$ cat src/hw/ebt_pkg.sv
// ebt_pkg: register map, field positions, reset values and timing constants of the timer
package ebt_pkg;
    // word byte addresses on the wishbone slave
    localparam logic [7:0] ADDR_MODE = 8'h00;
    localparam logic [7:0] ADDR_PERIOD = 8'h04;
    localparam logic [7:0] ADDR_DUTY = 8'h08;
    localparam logic [7:0] ADDR_CARRIER = 8'h0c;
    localparam logic [7:0] ADDR_PIN_DIR = 8'h10;
    localparam logic [7:0] ADDR_COUNT = 8'h14;
    // printed offsets of the documented registers, kept for reference
    localparam logic [15:0] OFS_PIN_DIR = 16'hff21;
    localparam logic [15:0] OFS_CARRIER = 16'hff6d;
    // mode register fields
    localparam int MODE_OUT_EN = 0;
    localparam int MODE_IDLE_LVL = 1;
    localparam int MODE_OP_LO = 2;
    localparam int MODE_CKS_LO = 4;
    localparam int MODE_RUN = 7;
    // carrier control fields
    localparam int CAR_ACTIVE = 0;
    localparam int CAR_PENDING = 1;
    localparam int CAR_REMOTE = 2;
    // pin direction fields
    localparam int PIN5_DIR = 5;
    localparam int PIN6_DIR = 6;
    // reset values
    localparam logic [7:0] RST_MODE = 8'h00;
    localparam logic [7:0] RST_CMP = 8'h00;
    localparam logic [7:0] RST_CARRIER = 8'h00;
    localparam logic [7:0] RST_PIN_DIR = 8'hff;
    // clock select codes
    localparam logic [2:0] CKS_DIV1 = 3'h0;
    localparam logic [2:0] CKS_DIV4 = 3'h1;
    localparam logic [2:0] CKS_DIV16 = 3'h2;
    localparam logic [2:0] CKS_DIV64 = 3'h3;
    localparam logic [2:0] CKS_DIV4096 = 3'h4;
    localparam logic [2:0] CKS_OSC128 = 3'h5;
    localparam int PRE_WIDTH = 12;
    localparam int OSC_DIV_WIDTH = 7;
    // operating modes
    localparam logic [1:0] OP_INTERVAL = 2'h0;
    localparam logic [1:0] OP_CARRIER = 2'h1;
    localparam logic [1:0] OP_PWM = 2'h2;
    // count clocks a duty write needs before it may be transferred
    localparam logic [1:0] DUTY_SETTLE = 2'h3;
endpackage : ebt_pkg

$ cat src/hw/ebt_timer.sv
// ebt_timer: 8-bit interval / pwm / carrier timer with wishbone registers
// Functional notes
// - count clock is system clock divided 1,4,16,64,4096 or oscillator/128
// - idle or inactive output sits at the idle-level bit
// - pin driven only with output enable; interval mode gives 50% square wave
// - remote output in running carrier mode: 00 low, 01 high, 10 low, 11 carrier pulse; low in other modes or when stopped
// - bit 0 of carrier control is the read-only active gate flag
// - interval period match raises interrupt and clears counter
// - interval mode ignores the duty compare entirely
// - interval interrupt repeats every N+1 count clocks until stopped
// - counting begins within one count clock of run being set
// - interval match clears counter, toggles output, pulses interrupt
// - clearing run idles interrupt and output and clears the counter
// - pwm period match clears counter, interrupts, output active, compare duty
// - pwm duty match makes output inactive, compares period, no clear or interrupt
// - pwm period N+1 and active width M+1 count clocks
// - while running, new duty takes effect at the first old-duty match more than three count clocks after the write
// - pwm start masks first count clock, output inactive until first period match
`timescale 1ns/1ps
module ebt_timer (
    input wire logic clk_i,
    input wire logic rst_i,
    input wire logic cyc_i,
    input wire logic stb_i,
    input wire logic we_i,
    input wire logic [7:0] adr_i,
    input wire logic [3:0] sel_i,
    input wire logic [31:0] dat_i,
    output logic [31:0] dat_o,
    output logic ack_o,
    input wire logic osc_i,
    input wire logic envelope_irq_i,
    output logic timer_output_o,
    output logic timer_output_oe_o,
    output logic remote_output_o,
    output logic timer_interrupt_o
);
    typedef enum logic [1:0] {EBT_IDLE, EBT_PERIOD, EBT_DUTY} ebt_phase_e;

    logic [7:0] mode_reg;
    logic [7:0] period_reg;
    logic [7:0] duty_buf_reg;
    logic [7:0] duty_reg;
    logic duty_pend_reg;
    logic [1:0] duty_age_reg;
    logic [2:0] carrier_reg;
    logic [7:0] pin_dir_reg;
    logic [7:0] count_reg;
    logic [7:0] count_next;
    logic level_reg;
    logic level_next;
    logic irq_reg;
    logic irq_next;
    logic mask_reg;
    logic env_s1_reg;
    logic env_s2_reg;
    logic env_d_reg;
    logic [1:0] xfer_reg;
    ebt_phase_e phase_reg;
    ebt_phase_e phase_next;

    logic tick;
    logic run;
    logic [1:0] op;
    logic is_int;
    logic is_pwm;
    logic is_car;
    logic hit_period;
    logic hit_duty;
    logic wr_mode;
    logic wr_period;
    logic wr_duty;
    logic wr_carrier;
    logic wr_pin_dir;
    logic env_rise;
    logic remote_level;
    logic [7:0] rd_data;

    assign run = mode_reg[ebt_pkg::MODE_RUN];
    assign op = mode_reg[ebt_pkg::MODE_OP_LO +: 2];
    assign is_int = (op == ebt_pkg::OP_INTERVAL);
    assign is_pwm = (op == ebt_pkg::OP_PWM);
    assign is_car = (op == ebt_pkg::OP_CARRIER);

    ebt_prescaler u_pre (
        .clk_i(clk_i),
        .rst_i(rst_i),
        .run_i(run),
        .sel_i(mode_reg[ebt_pkg::MODE_CKS_LO +: 3]),
        .osc_i(osc_i),
        .tick_o(tick)
    );

    ebt_wb_regs u_wb (
        .clk_i(clk_i),
        .rst_i(rst_i),
        .cyc_i(cyc_i),
        .stb_i(stb_i),
        .we_i(we_i),
        .adr_i(adr_i),
        .sel0_i(sel_i[0]),
        .ack_o(ack_o),
        .wr_mode_o(wr_mode),
        .wr_period_o(wr_period),
        .wr_duty_o(wr_duty),
        .wr_carrier_o(wr_carrier),
        .wr_pin_dir_o(wr_pin_dir)
    );

    // interval ignores the duty register; carrier alternates both with clears
    assign hit_period = (phase_reg == EBT_PERIOD) && (count_reg == period_reg);
    assign hit_duty = (phase_reg == EBT_DUTY) && !is_int && (count_reg == duty_reg);

    always_comb begin
        count_next = count_reg;
        level_next = level_reg;
        irq_next = 1'b0;
        phase_next = phase_reg;
        if (!run) begin
            count_next = 8'h00;
            level_next = 1'b0;
            phase_next = EBT_IDLE;
        end else if (tick) begin
            case (phase_reg)
                EBT_IDLE: begin
                    // first count clock only arms the counter
                    phase_next = EBT_PERIOD;
                end
                EBT_PERIOD: begin
                    if (hit_period) begin
                        count_next = 8'h00;
                        irq_next = 1'b1;
                        if (is_int) begin
                            level_next = ~level_reg;
                        end else begin
                            level_next = 1'b1;
                            phase_next = EBT_DUTY;
                        end
                    end else begin
                        count_next = count_reg + 8'h01;
                    end
                end
                EBT_DUTY: begin
                    if (hit_duty && is_pwm) begin
                        count_next = count_reg + 8'h01;
                        level_next = 1'b0;
                        phase_next = EBT_PERIOD;
                    end else if (hit_duty) begin
                        count_next = 8'h00;
                        irq_next = 1'b1;
                        level_next = 1'b0;
                        phase_next = EBT_PERIOD;
                    end else begin
                        count_next = count_reg + 8'h01;
                    end
                end
                default: begin
                    phase_next = EBT_IDLE;
                end
            endcase
        end
    end

    always_ff @(posedge clk_i) begin
        if (rst_i) begin
            count_reg <= 8'h00;
            level_reg <= 1'b0;
            irq_reg <= 1'b0;
            phase_reg <= EBT_IDLE;
        end else begin
            count_reg <= count_next;
            level_reg <= level_next;
            irq_reg <= irq_next;
            phase_reg <= phase_next;
        end
    end

    // duty write is latched; transfer at an old-duty match once three ticks have passed
    always_ff @(posedge clk_i) begin
        if (rst_i) begin
            duty_buf_reg <= ebt_pkg::RST_CMP;
            duty_reg <= ebt_pkg::RST_CMP;
            duty_pend_reg <= 1'b0;
            duty_age_reg <= 2'h0;
        end else if (wr_duty) begin
            duty_buf_reg <= dat_i[7:0];
            duty_pend_reg <= 1'b1;
            duty_age_reg <= 2'h0;
            if (!run) begin
                duty_reg <= dat_i[7:0];
                duty_pend_reg <= 1'b0;
            end
        end else if (duty_pend_reg && tick) begin
            if (hit_duty && duty_age_reg == ebt_pkg::DUTY_SETTLE) begin
                duty_reg <= duty_buf_reg;
                duty_pend_reg <= 1'b0;
            end else if (duty_age_reg != ebt_pkg::DUTY_SETTLE) begin
                duty_age_reg <= duty_age_reg + 2'h1;
            end
        end
    end

    // software side registers; mode change is only legal with run low
    always_ff @(posedge clk_i) begin
        if (rst_i) begin
            mode_reg <= ebt_pkg::RST_MODE;
            period_reg <= ebt_pkg::RST_CMP;
            pin_dir_reg <= ebt_pkg::RST_PIN_DIR;
        end else begin
            if (wr_mode) begin
                mode_reg <= dat_i[7:0];
            end
            if (wr_period) begin
                period_reg <= dat_i[7:0];
            end
            if (wr_pin_dir) begin
                pin_dir_reg <= dat_i[7:0];
            end
        end
    end

    // envelope request sync, then gate copy at the second count clock
    assign env_rise = env_s2_reg & ~env_d_reg;
    always_ff @(posedge clk_i) begin
        if (rst_i) begin
            env_s1_reg <= 1'b0;
            env_s2_reg <= 1'b0;
            env_d_reg <= 1'b0;
            xfer_reg <= 2'h0;
            carrier_reg <= ebt_pkg::RST_CARRIER[2:0];
        end else begin
            env_s1_reg <= envelope_irq_i;
            env_s2_reg <= env_s1_reg;
            env_d_reg <= env_s2_reg;
            if (env_rise) begin
                xfer_reg <= 2'h1;
            end else if (tick && xfer_reg != 2'h0) begin
                xfer_reg <= (xfer_reg == 2'h2) ? 2'h0 : 2'h2;
            end
            if (wr_carrier) begin
                carrier_reg[ebt_pkg::CAR_PENDING] <= dat_i[ebt_pkg::CAR_PENDING];
                carrier_reg[ebt_pkg::CAR_REMOTE] <= dat_i[ebt_pkg::CAR_REMOTE];
            end
            if (tick && xfer_reg == 2'h2) begin
                // active flag is read-only: only the transfer writes it
                carrier_reg[ebt_pkg::CAR_ACTIVE] <= carrier_reg[ebt_pkg::CAR_PENDING];
            end
        end
    end

    always_comb begin
        case ({carrier_reg[ebt_pkg::CAR_REMOTE], carrier_reg[ebt_pkg::CAR_PENDING]})
            2'b00: remote_level = 1'b0;
            2'b01: remote_level = 1'b1;
            2'b10: remote_level = 1'b0;
            default: remote_level = carrier_reg[ebt_pkg::CAR_ACTIVE] & level_reg;
        endcase
    end

    always_ff @(posedge clk_i) begin
        if (rst_i) begin
            mask_reg <= 1'b0;
        end else begin
            mask_reg <= is_car & run;
        end
    end

    // pin: inactive level is the idle-level bit, active is its inverse
    assign timer_output_o = level_reg ^ mode_reg[ebt_pkg::MODE_IDLE_LVL];
    assign timer_output_oe_o = mode_reg[ebt_pkg::MODE_OUT_EN];
    assign remote_output_o = mask_reg ? remote_level : 1'b0;
    assign timer_interrupt_o = irq_reg;

    always_comb begin
        case (adr_i)
            ebt_pkg::ADDR_MODE: rd_data = mode_reg;
            ebt_pkg::ADDR_PERIOD: rd_data = period_reg;
            ebt_pkg::ADDR_DUTY: rd_data = duty_buf_reg;
            ebt_pkg::ADDR_CARRIER: rd_data = {5'h00, carrier_reg};
            ebt_pkg::ADDR_PIN_DIR: rd_data = pin_dir_reg;
            ebt_pkg::ADDR_COUNT: rd_data = count_reg;
            default: rd_data = 8'h00;
        endcase
    end

    always_ff @(posedge clk_i) begin
        if (rst_i) begin
            dat_o <= 32'h0000_0000;
        end else begin
            dat_o <= {24'h00_0000, rd_data};
        end
    end

    property p_stop_clears;
        @(posedge clk_i) disable iff (rst_i)
        !run |=> (count_reg == 8'h00) && !timer_interrupt_o && !level_reg;
    endproperty
    a_stop_clears: assert property (p_stop_clears) else $error("stop left counter or output");

    property p_int_match;
        @(posedge clk_i) disable iff (rst_i)
        run && tick && is_int && hit_period |=> timer_interrupt_o && count_reg == 8'h00
            && level_reg != $past(level_reg);
    endproperty
    a_int_match: assert property (p_int_match) else $error("interval match effect missing");

    property p_no_irq_without_match;
        @(posedge clk_i) disable iff (rst_i)
        !(tick && (hit_period || hit_duty)) |=> !timer_interrupt_o;
    endproperty
    a_no_irq_without_match: assert property (p_no_irq_without_match) else $error("spurious irq");

    property p_pwm_duty;
        @(posedge clk_i) disable iff (rst_i)
        run && tick && is_pwm && hit_duty |=> !level_reg && !timer_interrupt_o
            && phase_reg == EBT_PERIOD;
    endproperty
    a_pwm_duty: assert property (p_pwm_duty) else $error("pwm duty match wrong");

    property p_pwm_period;
        @(posedge clk_i) disable iff (rst_i)
        run && tick && is_pwm && hit_period |=> level_reg && phase_reg == EBT_DUTY;
    endproperty
    a_pwm_period: assert property (p_pwm_period) else $error("pwm period match wrong");

    property p_start_mask;
        @(posedge clk_i) disable iff (rst_i)
        phase_reg == EBT_IDLE && run && tick |=> count_reg == 8'h00 && !level_reg;
    endproperty
    a_start_mask: assert property (p_start_mask) else $error("first count clock not masked");

    property p_int_ignores_duty;
        @(posedge clk_i) disable iff (rst_i)
        run && tick && is_int && count_reg == duty_reg && count_reg != period_reg
            |=> !timer_interrupt_o && level_reg == $past(level_reg);
    endproperty
    a_int_ignores_duty: assert property (p_int_ignores_duty) else $error("duty seen in interval");

    property p_remote_low;
        @(posedge clk_i) disable iff (rst_i)
        !carrier_reg[ebt_pkg::CAR_PENDING] |-> !remote_output_o;
    endproperty
    a_remote_low: assert property (p_remote_low) else $error("remote output not low");

    property p_idle_level;
        @(posedge clk_i) disable iff (rst_i)
        !run ##1 !run |-> timer_output_o == mode_reg[ebt_pkg::MODE_IDLE_LVL];
    endproperty
    a_idle_level: assert property (p_idle_level) else $error("idle level wrong");
endmodule : ebt_timer

$ cat src/hw/ebt_prescaler.sv
// ebt_prescaler: count-clock enable pulse from the system or oscillator clock
`timescale 1ns/1ps
module ebt_prescaler (
    input wire logic clk_i,
    input wire logic rst_i,
    input wire logic run_i,
    input wire logic [2:0] sel_i,
    input wire logic osc_i,
    output logic tick_o
);
    logic [ebt_pkg::PRE_WIDTH-1:0] div_reg;
    logic [ebt_pkg::OSC_DIV_WIDTH-1:0] osc_div_reg;
    logic osc_s1_reg;
    logic osc_s2_reg;
    logic osc_d_reg;
    logic osc_rise;
    logic [ebt_pkg::PRE_WIDTH-1:0] div_all;
    logic osc_tick;

    // oscillator enters through two flops; only the second one is looked at
    assign osc_rise = osc_s2_reg & ~osc_d_reg;
    assign osc_tick = osc_rise && (osc_div_reg == '1);
    // terminal count for each ratio: all low bits set
    assign div_all = div_reg + 12'h001;

    always_ff @(posedge clk_i) begin
        if (rst_i || !run_i) begin
            div_reg <= '0;
            osc_div_reg <= '0;
        end else begin
            div_reg <= div_all;
            if (osc_rise) begin
                osc_div_reg <= osc_div_reg + 7'h01;
            end
        end
    end

    always_ff @(posedge clk_i) begin
        if (rst_i) begin
            osc_s1_reg <= 1'b0;
            osc_s2_reg <= 1'b0;
            osc_d_reg <= 1'b0;
        end else begin
            osc_s1_reg <= osc_i;
            osc_s2_reg <= osc_s1_reg;
            osc_d_reg <= osc_s2_reg;
        end
    end

    // prohibited codes give no tick, so the timer simply holds
    always_comb begin
        case (sel_i)
            ebt_pkg::CKS_DIV1: tick_o = run_i;
            ebt_pkg::CKS_DIV4: tick_o = run_i && (div_reg[1:0] == 2'h3);
            ebt_pkg::CKS_DIV16: tick_o = run_i && (div_reg[3:0] == 4'hf);
            ebt_pkg::CKS_DIV64: tick_o = run_i && (div_reg[5:0] == 6'h3f);
            ebt_pkg::CKS_DIV4096: tick_o = run_i && (div_reg == 12'hfff);
            ebt_pkg::CKS_OSC128: tick_o = run_i && osc_tick;
            default: tick_o = 1'b0;
        endcase
    end
endmodule : ebt_prescaler

$ cat src/hw/ebt_wb_regs.sv
// ebt_wb_regs: classic wishbone slave handshake and address decode
`timescale 1ns/1ps
module ebt_wb_regs (
    input wire logic clk_i,
    input wire logic rst_i,
    input wire logic cyc_i,
    input wire logic stb_i,
    input wire logic we_i,
    input wire logic [7:0] adr_i,
    input wire logic sel0_i,
    output logic ack_o,
    output logic wr_mode_o,
    output logic wr_period_o,
    output logic wr_duty_o,
    output logic wr_carrier_o,
    output logic wr_pin_dir_o
);
    logic ack_reg;
    logic req;
    logic wr;

    // one wait state, ack for exactly one cycle, unmapped reads return zero
    assign req = cyc_i && stb_i && !ack_reg;
    // write lands on the ack edge, where the master still holds address and data
    assign wr = cyc_i && stb_i && ack_reg && we_i && sel0_i;
    assign ack_o = ack_reg;
    assign wr_mode_o = wr && (adr_i == ebt_pkg::ADDR_MODE);
    assign wr_period_o = wr && (adr_i == ebt_pkg::ADDR_PERIOD);
    assign wr_duty_o = wr && (adr_i == ebt_pkg::ADDR_DUTY);
    assign wr_carrier_o = wr && (adr_i == ebt_pkg::ADDR_CARRIER);
    assign wr_pin_dir_o = wr && (adr_i == ebt_pkg::ADDR_PIN_DIR);

    always_ff @(posedge clk_i) begin
        if (rst_i) begin
            ack_reg <= 1'b0;
        end else begin
            ack_reg <= req;
        end
    end
endmodule : ebt_wb_regs

$ cat config.mk
export PLATFORM = sky130hd
export DESIGN_NAME = ebt_timer
export DESIGN_NICKNAME = d
export VERILOG_FILES = /design/src/hw/ebt_pkg.sv /design/src/hw/ebt_timer.sv /design/src/hw/ebt_prescaler.sv /design/src/hw/ebt_wb_regs.sv
export SDC_FILE = /design/constraint.sdc
export NUM_CORES = 1
export LEC_CHECK = 0
export BUFFER_PORTS_ARGS = -buffer_cell sky130_fd_sc_hd__buf_2
export CORE_MARGIN = 4
export CORE_UTILIZATION = 40
export CTS_BUF_LIST = sky130_fd_sc_hd__clkbuf_16
export CTS_CLUSTER_DIAMETER = 60
export DETAILED_ROUTE_END_ITERATION = 7
export PLACE_DENSITY = 0.68
export RECOVER_POWER = 100
export SLEW_MARGIN = 20
export SYNTH_ARGS = -nofsm -noshare
export SYNTH_HDL_FRONTEND = slang
export SYNTH_HIERARCHICAL = 1
export SYNTH_SLANG_ARGS = --single-unit
export TNS_END_PERCENT = 30
$ cat constraint.sdc
create_clock -name clk_i -period 2.2 [get_ports clk_i]
set_input_delay 0.33 -clock clk_i [delete_from_list [all_inputs] [get_ports clk_i]]
set_output_delay 0.33 -clock clk_i [all_outputs]
set_load 0.01 [all_outputs]
==> results of run 1 <==
==> what timing repair did <==
item                                    4_1_cts  5_1_grt
setup buffers                                 0        2
endpoints found under the setup margin       12       14
pin swaps                                     2        9
resized for setup                             4       16
==> power by group <==
part / internal (mW) / total, mW / switching, mW
clock network: 0.987 / 1.63 / 0.644
logic: 0.0548 / 0.151 / 0.0957
registers: 1.72 / 1.73 / 0.00270
==> through the flow <==
stage	hold WS [ns]	total power [mW]	cell area, sq um	instances
after floorplan	0.402	1.88	4640	502
after global placement	0.431	1.92	5060	673
after detailed placement	0.445	1.92	5060	673
after CTS	0.192	3.55	5390	689
after global routing	0.215	3.65	5380	691
final	0.203	3.51	5380	691
==> synthesized netlist by cell type, types with 2 or more instances <==
cell type / count / area share (%)
a211o_1: 9 / 1.7
a21oi_1: 10 / 1.1
a22oi_1: 7 / 1.2
a31oi_1: 4 / 0.55
a32oi_1: 2 / 0.39
and2_1: 2 / 0.27
and3_1: 3 / 0.41
and3_2: 2 / 0.33
buf_1: 5 / 0.41
buf_2: 6 / 0.66
buf_4: 25 / 4.1
buf_6: 2 / 0.50
clkbuf_1: 10 / 0.83
dfxtp_1: 95 / 42
ha_1: 8 / 2.2
inv_1: 10 / 0.83
mux2_2: 4 / 0.99
mux2i_1: 36 / 7.9
mux4_2: 4 / 2.0
nand2_1: 18 / 1.5
nand2b_1: 2 / 0.27
nand3_1: 11 / 1.2
nand3b_1: 2 / 0.33
nand4_1: 12 / 1.7
nand4b_1: 3 / 0.58
nor2_1: 71 / 5.9
nor2b_1: 16 / 2.2
nor3_1: 10 / 1.1
nor4_1: 4 / 0.55
o211ai_1: 2 / 0.33
o21ai_0: 8 / 0.88
o22a_1: 9 / 1.7
or3_1: 2 / 0.27
or4_1: 2 / 0.33
or4b_1: 3 / 0.66
xnor2_1: 16 / 3.1
xnor2_2: 2 / 0.72
xor2_1: 20 / 3.9
==> critical path, delay by kind of cell, from the launching register on <==
family,cells,cell delay (ns)
buffers and inverters,2,0.29
DFF,1,0.37
AOI/OAI and AO/OA,4,0.58
and+or+nand+nor,3,0.88
==> layer usage <==
| layer | wire [um] | vias up | track usage [%] |
|---|---|---|---|
| met2 | 5120 | 97 | 27.5 |
| met5 | 0 | - | 0 |
| li1 | - | 1764 | - |
| met1 | 4740 | 1717 | 20.6 |
| met4 | 208 | 0 | 5.86 |
| met3 | 627 | 14 | 4.97 |
==> worst max-delay path by stage <==
stage                      from              to  slack [ns]  cells after the start
4_1_cts        u_pre/div_reg[6]    phase_reg[0]      0.0004                     10
6_report       u_pre/div_reg[6]    phase_reg[0]       0.009                      9
2_1_floorplan          adr_i[1]  pin_dir_reg[5]       -0.02                      5
3_3_place_gp           adr_i[5]     duty_reg[7]       -0.06                      7
5_1_grt        u_pre/div_reg[6]    phase_reg[0]       -0.09                     10
3_5_place_dp           adr_i[5]     duty_reg[0]       -0.13                      7
==> cell families after synthesis <==
family | share of synthesized area (%)
and+or+nand+nor | 21.0
buffers and inverters | 7.34
adders and majority gates | 2.20
other | 0.0824
muxes | 10.9
AOI/OAI and AO/OA | 9.02
xor gates and xnor gates | 7.65
DFF | 41.8
==> cell type report <==
class,count,area (sq um),share of cell area (%)
timing repair buffer,81,503,9.36
sequential,95,1910,35.5
inverter,10,40.0,0.745
clock buffer,9,225,4.19
clock inverter,7,88.8,1.65
tap,140,175,3.26
multi-input combinational,349,2430,45.3
==> flow_summary_export.csv, run 1 <==
group,metric,value,unit
synthesis,ys_ff_latch,95,
pwr,ir_drop,736,uV
global_route,grt_overflow,0,
layout,largest_reg_flops,12,
critical_path,crit_fanout,6,
routing,drtIter0Drc,179,
timing,finalWorstSetupSlack,0.00860,ns
timing,rsz0062_at_grt,"yes",
layout,postLayoutCoreUtil,48.9,%
cts,clock_latency,0.34,ns
hold_path,whs_endpoint,"u_pre/osc_s1_reg",
pwr,leakage,2.03,nW
synthesis,avgSynthCellArea,9.50,sq um
global_route,antenna_found_initial,0,
synthesis,ys_warn_count,6,
timing,finalHoldViolCount,0,
layout,layout-drive-gt1-share,20.5,%
layout,diodes,0,
routing,avgViaCountPerCell,5.20,
cts,htreeDepth,3,
critical_path,start_kind,"register",
routing,vias,3592,
timing,setup_viol,0,
cts,hold_buffers,0,
critical_path,crit_path_cell_trace,"and4_4 -> nand4_1 -> a21oi_2 -> o21a_1 -> buf_6 -> buf_4 -> a31oi_4 -> or4_4 -> a21oi_2",
layout,fill_cells,1035,
critical_path,timing.critical_path.mode_cell,"a21oi_2",
timing,layout_min_cycle_time,2.19,ns
cts,cts_made_buffers,9,
routing,drc,0,
layout,nets,605,
critical_path,crit_type,"register to register",
timing,fin_worst_skew,0.00625,ns
routing,wl,10.7,mm
floorplanning,io_pins,88,
placement,dp_hpwl,7.86,mm
timing,slew_viol_final,0,
synthesis,synthFlopType,"dfxtp_1",
floorplanning,die_area,13100,sq um
timing,worst_pin_slew,0.737,ns
hold_path,holdPathStages,2,
placement,port_buffers,36,
critical_path,rr_worst_depth,9,
cts,cts_tree,"built",
floorplanning,initial_core_util,41.4,%
critical_path,cp.arrival,2.46,ns
routing,dr.pass1.iters,4,
cts,clock_sinks,95,
hold_path,worstHoldStart,"osc_i",
synthesis,synth_cells,479,
critical_path,r2r_end,"phase_reg[0]",
timing,max-slew-margin-rel,50.9,%
hold_path,hold_class,"input pin to register",
cts,clkSlewWorstSetupHoldPaths,0.07,ns
layout,mostFrequentLayoutCells,"91 x dfxtp_1, 70 x nor2_1, 39 x buf_4, 36 x mux2i_1, 24 x conb_1",
global_route,grt_pass1_wl,17.2,mm
pwr,p_per_area,653,nW/um^2
routing,wl_per_cell,15.5,um
timing,fmax,456,MHz
critical_path,slowest_delay,0.55,ns
synthesis,synth_enable_flop_cells,0,
global_route,grt_usage,16.7,%
floorplanning,chipWidth,115,um
synthesis,synth_seq_area_share,41.8,%
floorplanning,coreArea,11000,sq um
synthesis,synth_cell_type_count,60,
critical_path,worstPathRequired,2.47,ns
placement,place_congestion,0.859,
placement,place_ws,-0.127,ns
synthesis,synth_area,4550,sq um
floorplanning,rows,38,
cts,clockBufferDepth,2,
layout,syn2layout_area_growth,18.2,%
layout,final_common_cell,"dfxtp_1",
status,outcome,"finished clean",
timing,final.setup.tns,0,ns
routing,postRouteAntennaNets,0,
floorplanning,die_h,115,um
timing,post-route-period-util,99.6,%
critical_path,crit_slowest_cell,"or4_4",
global_route,first_global_vias,3556,
global_route,grt_max_degree,24,
critical_path,r2r_start,"u_pre/div_reg[6]",
cts,clockRootBuffer,"clkbuf_16",
critical_path,worstSetupEndpointType,"register",
critical_path,r2r_slack,0.009,ns
run,maxCapViolCount,0,
synthesis,async_reset_ff_share,0,%
(Power assumes the default switching activity.)
==> run 2, diff against run 1 <==
--- a/config.mk
+++ b/config.mk
@@ -8,7 +8,6 @@
 export BUFFER_PORTS_ARGS = -buffer_cell sky130_fd_sc_hd__buf_2
 export CORE_MARGIN = 4
 export CORE_UTILIZATION = 40
-export CTS_BUF_LIST = sky130_fd_sc_hd__clkbuf_16
 export CTS_CLUSTER_DIAMETER = 60
 export DETAILED_ROUTE_END_ITERATION = 7
 export PLACE_DENSITY = 0.68
==> constraint.sdc (replaced) <==
create_clock -name clk_i -period 2.2 [get_ports clk_i]
set_input_delay 0.22 -clock clk_i [delete_from_list [all_inputs] [get_ports clk_i]]
set_output_delay 0.22 -clock clk_i [all_outputs]
set_load 0.01 [all_outputs]
==> flow_summary_export.csv, run 2 (synthesis gave the netlist of run 1 again) <==
group,metric,value,unit
status,outcome,"finished clean",
pwr,power_frac_comb,4.4,%
global_route,grt_pass1_wl,17.9,mm
global_route,grt_max_degree,25,
pwr,p_clk_share,43.6,%
routing,wl,10.9,mm
pwr,leakage,2.02,nW
timing,fmax,466,MHz
layout,seq_area,1910,sq um
hold_path,worstHoldStart,"osc_i",
placement,place_inst,675,
timing,post-route-period-util,97.5,%
pwr,p_per_area,622,nW/um^2
global_route,antenna_found_initial,0,
critical_path,r2r_start,"u_pre/div_reg[5]",
cts,clockBufferDepth,2,
cts,clock_sinks,95,
layout,design_area,5350,sq um
timing,slew_viol_final,0,
placement,dpl-instance-area,5070,sq um
critical_path,crit_type,"register to register",
layout,multi_input_area,2430,sq um
global_route,first_global_vias,3614,
pwr,total_power,3.32,mW
layout,layout-drive-gt1-share,20.4,%
layout,nets,609,
cts,cts_tree,"built",
floorplanning,initial_core_util,41.4,%
cts,clkSlewWorstSetupHoldPaths,0.06,ns
routing,postRouteAntennaNets,0,
layout,largest_reg_flops,12,
placement,place_congestion,0.871,
placement,port_buffers,36,
layout,final_common_cell,"dfxtp_1",
layout,syn2layout_area_growth,17.5,%
critical_path,worstPathRequired,2.43,ns
global_route,grt_overflow,0,
timing,worst_pin_slew,0.866,ns
routing,drtIter0Drc,211,
timing,whs,0.0883,ns
timing,setup_viol,0,
floorplanning,coreArea,11000,sq um
cts,clock_latency,0.34,ns
pwr,p_sw_share,21.7,%
critical_path,crit_fanout,6,
floorplanning,die_area,13100,sq um
cts,cts_made_buffers,9,
floorplanning,chipWidth,115,um
layout,diodes,0,
routing,wl_per_cell,15.6,um
routing,avgViaCountPerCell,5.23,
pwr,p_seq_share,52.0,%
routing,vias,3635,
pwr,power.switching,0.721,mW
floorplanning,io_pins,88,
pwr,p_int,2.60,mW
floorplanning,rows,38,
timing,finalHoldViolCount,0,
pwr,ir_drop,589,uV
global_route,grt_usage,17.1,%
floorplanning,die_h,115,um
layout,mostFrequentLayoutCells,"90 x dfxtp_1, 69 x nor2_1, 39 x buf_4, 36 x mux2i_1",
critical_path,worstSetupEndpointType,"register",
placement,dp_hpwl,8.05,mm
critical_path,start_kind,"register",
timing,final.setup.tns,0,ns
cts,clockRootBuffer,"clkbuf_16",
layout,stdcell_count,695,
critical_path,r2r_slack,0.05,ns
routing,drc,0,
cts,htreeDepth,3,
critical_path,cp-startpoint,"u_pre/div_reg[5]",
routing,dr.pass1.iters,4,
timing,layout_min_cycle_time,2.15,ns
timing,max-slew-margin-rel,42.3,%
run,maxCapViolCount,0,
layout,fill_cells,1011,
hold_path,hold_class,"input pin to register",
timing,fin_worst_skew,0.00410,ns
critical_path,cp.arrival,2.38,ns
==> run 2: cell count changes in the layout (fill, tap and decap cells not counted), sizes merged <==
| cell | before | now |
|---|---|---|
| buf | 64 | 61 |
| bufinv | 2 | 0 |
| clkbuf | 26 | 37 |
| clkinv | 3 | 2 |
| inv | 11 | 10 |
==> run 2: worst max-delay path, cell delays in order (launching register included) <==
cell	delay, ns
dfxtp_1	0.31
and2_1	0.18
o211ai_1	0.23
a21oi_2	0.06
o21a_1	0.20
buf_12	0.15
nand4b_1	0.09
inv_1	0.09
a32o_1	0.35
buf_4	0.19
o22a_1	0.20
==> run 2: cell type report <==
| cell class | instances | share of cell area [%] |
|---|---|---|
| Clock buffer | 13 | 4.87 |
| Clock inverter | 3 | 0.328 |
| Inverter | 10 | 0.749 |
| Multi-Input combinational cell | 349 | 45.4 |
| Sequential cell | 95 | 35.7 |
| Tap cell | 140 | 3.28 |
| Timing Repair Buffer | 85 | 9.60 |
==> run 2: final timing paths <==
| kind | end | cells past startpoint |
|---|---|---|
| max | duty_reg[2] | 10 |
| min | u_pre/osc_s1_reg | 2 |
| max reg2reg | duty_reg[2] | 10 |
| min reg2reg | u_pre/osc_s2_reg | 1 |
==> run 2: metal layers <==
layer	part of all wire [%]	GRT usage (%)	up-vias
li1	-	-	1771
met1	43	20.9	1750
met2	51	30.3	98
met3	5.2	3.33	16
met4	1.5	5.07	0
met5	0	0	-
==> run 2: power groups by stage <==
stage | clock network [mW] | logic, mW | registers, mW
detailed placement | 0 | 0.148 | 1.77
global placement | 0 | 0.146 | 1.77
CTS | 1.48 | 0.149 | 1.73
floorplan | 0 | 0.114 | 1.77
global route | 1.55 | 0.160 | 1.73
finish | 1.45 | 0.146 | 1.73
==> run 2: repair_timing <==
| item | 4_1_cts | 5_1_grt |
|---|---|---|
| resized for setup | 1 | 15 |
| hold endpoints to repair | 0 | 0 |
| endpoints found under the setup margin | 10 | 12 |
| pin swaps | 0 | 8 |
| hold buffers | 0 | 0 |
| buffers inserted | 0 | 4 |
==> run 2: metrics by stage <==
| stage | util (%) | setup WS [ns] |
|---|---|---|
| finish | 48.7 | 0.0539 |
| global route | 48.7 | -0.0173 |
| CTS | 48.7 | 0.00831 |
| detailed placement | 46.2 | -0.0482 |
| global placement | 46.2 | 0.0241 |
| floorplan | - | 0.0276 |
==> run 3, diff against run 2 <==
--- a/config.mk
+++ b/config.mk
@@ -5,10 +5,9 @@
 export SDC_FILE = /design/constraint.sdc
 export NUM_CORES = 1
 export LEC_CHECK = 0
-export BUFFER_PORTS_ARGS = -buffer_cell sky130_fd_sc_hd__buf_2
+export BUFFER_PORTS_ARGS = -buffer_cell sky130_fd_sc_hd__buf_4
 export CORE_MARGIN = 4
 export CORE_UTILIZATION = 40
-export CTS_CLUSTER_DIAMETER = 60
 export DETAILED_ROUTE_END_ITERATION = 7
 export PLACE_DENSITY = 0.68
 export RECOVER_POWER = 100
==> flow_summary_export.csv, run 3 (synthesis gave the netlist of run 1 again) <==
group,metric,value,unit
status,outcome,"finished clean",
global_route,grt_overflow,0,
routing,wl_per_cell,15.3,um
floorplanning,initial_core_util,41.4,%
timing,fmax,465,MHz
critical_path,crit_type,"register to register",
timing,slew_viol_final,0,
timing,fin_worst_skew,0.00809,ns
cts,clkSlewWorstSetupHoldPaths,0.07,ns
floorplanning,die_area,13100,sq um
timing,final.setup.tns,0,ns
layout,nets,610,
critical_path,start_kind,"register",
critical_path,crit_slowest_cell,"or4_1",
global_route,grt_pass1_wl,17.6,mm
hold_path,hold_class,"input pin to register",
routing,drtIter0Drc,191,
pwr,p_per_area,642,nW/um^2
timing,post-route-period-util,97.8,%
pwr,total_power,3.48,mW
floorplanning,chipWidth,115,um
layout,syn2layout_area_growth,19.0,%
cts,hold_buffers,0,
routing,wl,10.6,mm
timing,layout_min_cycle_time,2.15,ns
critical_path,worstPathRequired,2.47,ns
critical_path,crit_fanout,4,
cts,clock_sinks,95,
floorplanning,io_pins,88,
layout,fill_cells,1007,
layout,final_common_cell,"dfxtp_1",
pwr,ir_drop,657,uV
placement,port_buffers,36,
layout,layout-drive-gt1-share,20.0,%
routing,drc,0,
routing,vias,3558,
routing,wirelength_met1,4.62,mm
layout,mostFrequentLayoutCells,"94 x dfxtp_1, 69 x nor2_1, 63 x buf_4, 36 x mux2i_1, 24 x conb_1",
timing,rsz0062_at_grt,"no",
run,maxCapViolCount,0,
placement,dp_hpwl,7.85,mm
floorplanning,rows,38,
pwr,leakage,2.08,nW
timing,worst_pin_slew,0.862,ns
cts,clock_latency,0.35,ns
global_route,antenna_found_initial,0,
placement,place_congestion,0.839,
global_route,first_global_vias,3502,
routing,dr.pass1.iters,5,
critical_path,crit_path_cell_trace,"and3_4 -> nand4_1 -> o32ai_1 -> o21a_2 -> buf_4 -> a31oi_1 -> or4_1 -> a21oi_1",
routing,met2_length,5.29,mm
critical_path,slowest_delay,0.51,ns
timing,finalHoldViolCount,0,
timing,setup_viol,0,
critical_path,path_buf_inv,1,
critical_path,worstSetupEndpointType,"register",
cts,clockRootBuffer,"clkbuf_16",
cts,cts_tree,"built",
routing,postRouteAntennaNets,0,
layout,largest_reg_flops,12,
timing,max-slew-margin-rel,42.5,%
routing,wl_met3,580,um
routing,avgViaCountPerCell,5.11,
cts,cts_made_buffers,9,
floorplanning,coreArea,11000,sq um
routing,top_layer_used,"met4",
layout,multi_input_area,2410,sq um
cts,clockBufferDepth,2,
global_route,grt_usage,17.0,%
global_route,grt_max_degree,36,
layout,seq_area,1900,sq um
cts,htreeDepth,3,
floorplanning,die_h,115,um
layout,diodes,0,
critical_path,cp.arrival,2.42,ns
critical_path,cp_top_family,"simple AND/OR/NAND/NOR gates",
-- run 3: worst paths after layout --
check	slack [ns]	start	end	cells past startpoint
max	0.05	u_pre/osc_div_reg[4]	phase_reg[0]	8
min	0.08	envelope_irq_i	env_s1_reg	2
max reg2reg	0.05	u_pre/osc_div_reg[4]	phase_reg[0]	8
min reg2reg	0.44	env_s1_reg	env_s2_reg	1
-- run 3: where the power goes --
part / leakage, nW / total, mW / switching [mW] / internal [mW]
combinational: 1.16 / 0.155 / 0.0922 / 0.0627
clock: 0.152 / 1.59 / 0.652 / 0.940
sequential: 0.767 / 1.73 / 0.00283 / 1.73
-- run 3: cell type report --
type,instances,share of cell area [%]
multi-input cells,349,44.4
flip-flops and latches,95,35.1
repair buffers,86,10.8
clock buffers,11,4.67
well taps,140,3.23
clock inverters,5,1.04
inverters,10,0.693
-- run 3: what timing repair did --
item,CTS,global route
gates resized for setup,0,9
setup endpoints to repair,0,13
setup buffers,0,0
-- run 3: routing by layer --
| metal | up-vias | track usage, % |
|---|---|---|
| met2 | 98 | 28.9 |
| met5 | - | 0 |
| met1 | 1683 | 21.6 |
| li1 | 1768 | - |
| met3 | 9 | 3.12 |
| met4 | 0 | 5.70 |
-- run 3: worst register-to-register path, delay by kind of cell, from the launching register on --
family,cells,cell delay (ns)
compound gates,4,0.70
buf+inv,1,0.15
flops,1,0.36
simple gates,3,0.87
-- run 3: metrics by stage --
stage	setup slack, ns	cell area, sq um	utilization [%]	instances	hold WS [ns]
global route	0.00106	5420	49.3	696	0.109
CTS	0.00112	5510	50.1	696	0.0730
global placement	0.0175	5200	47.3	680	0.426
floorplan	0.0276	4640	-	502	0.292
finish	0.0494	5420	49.3	696	0.0819
detailed placement	0.0146	5200	47.3	680	0.428
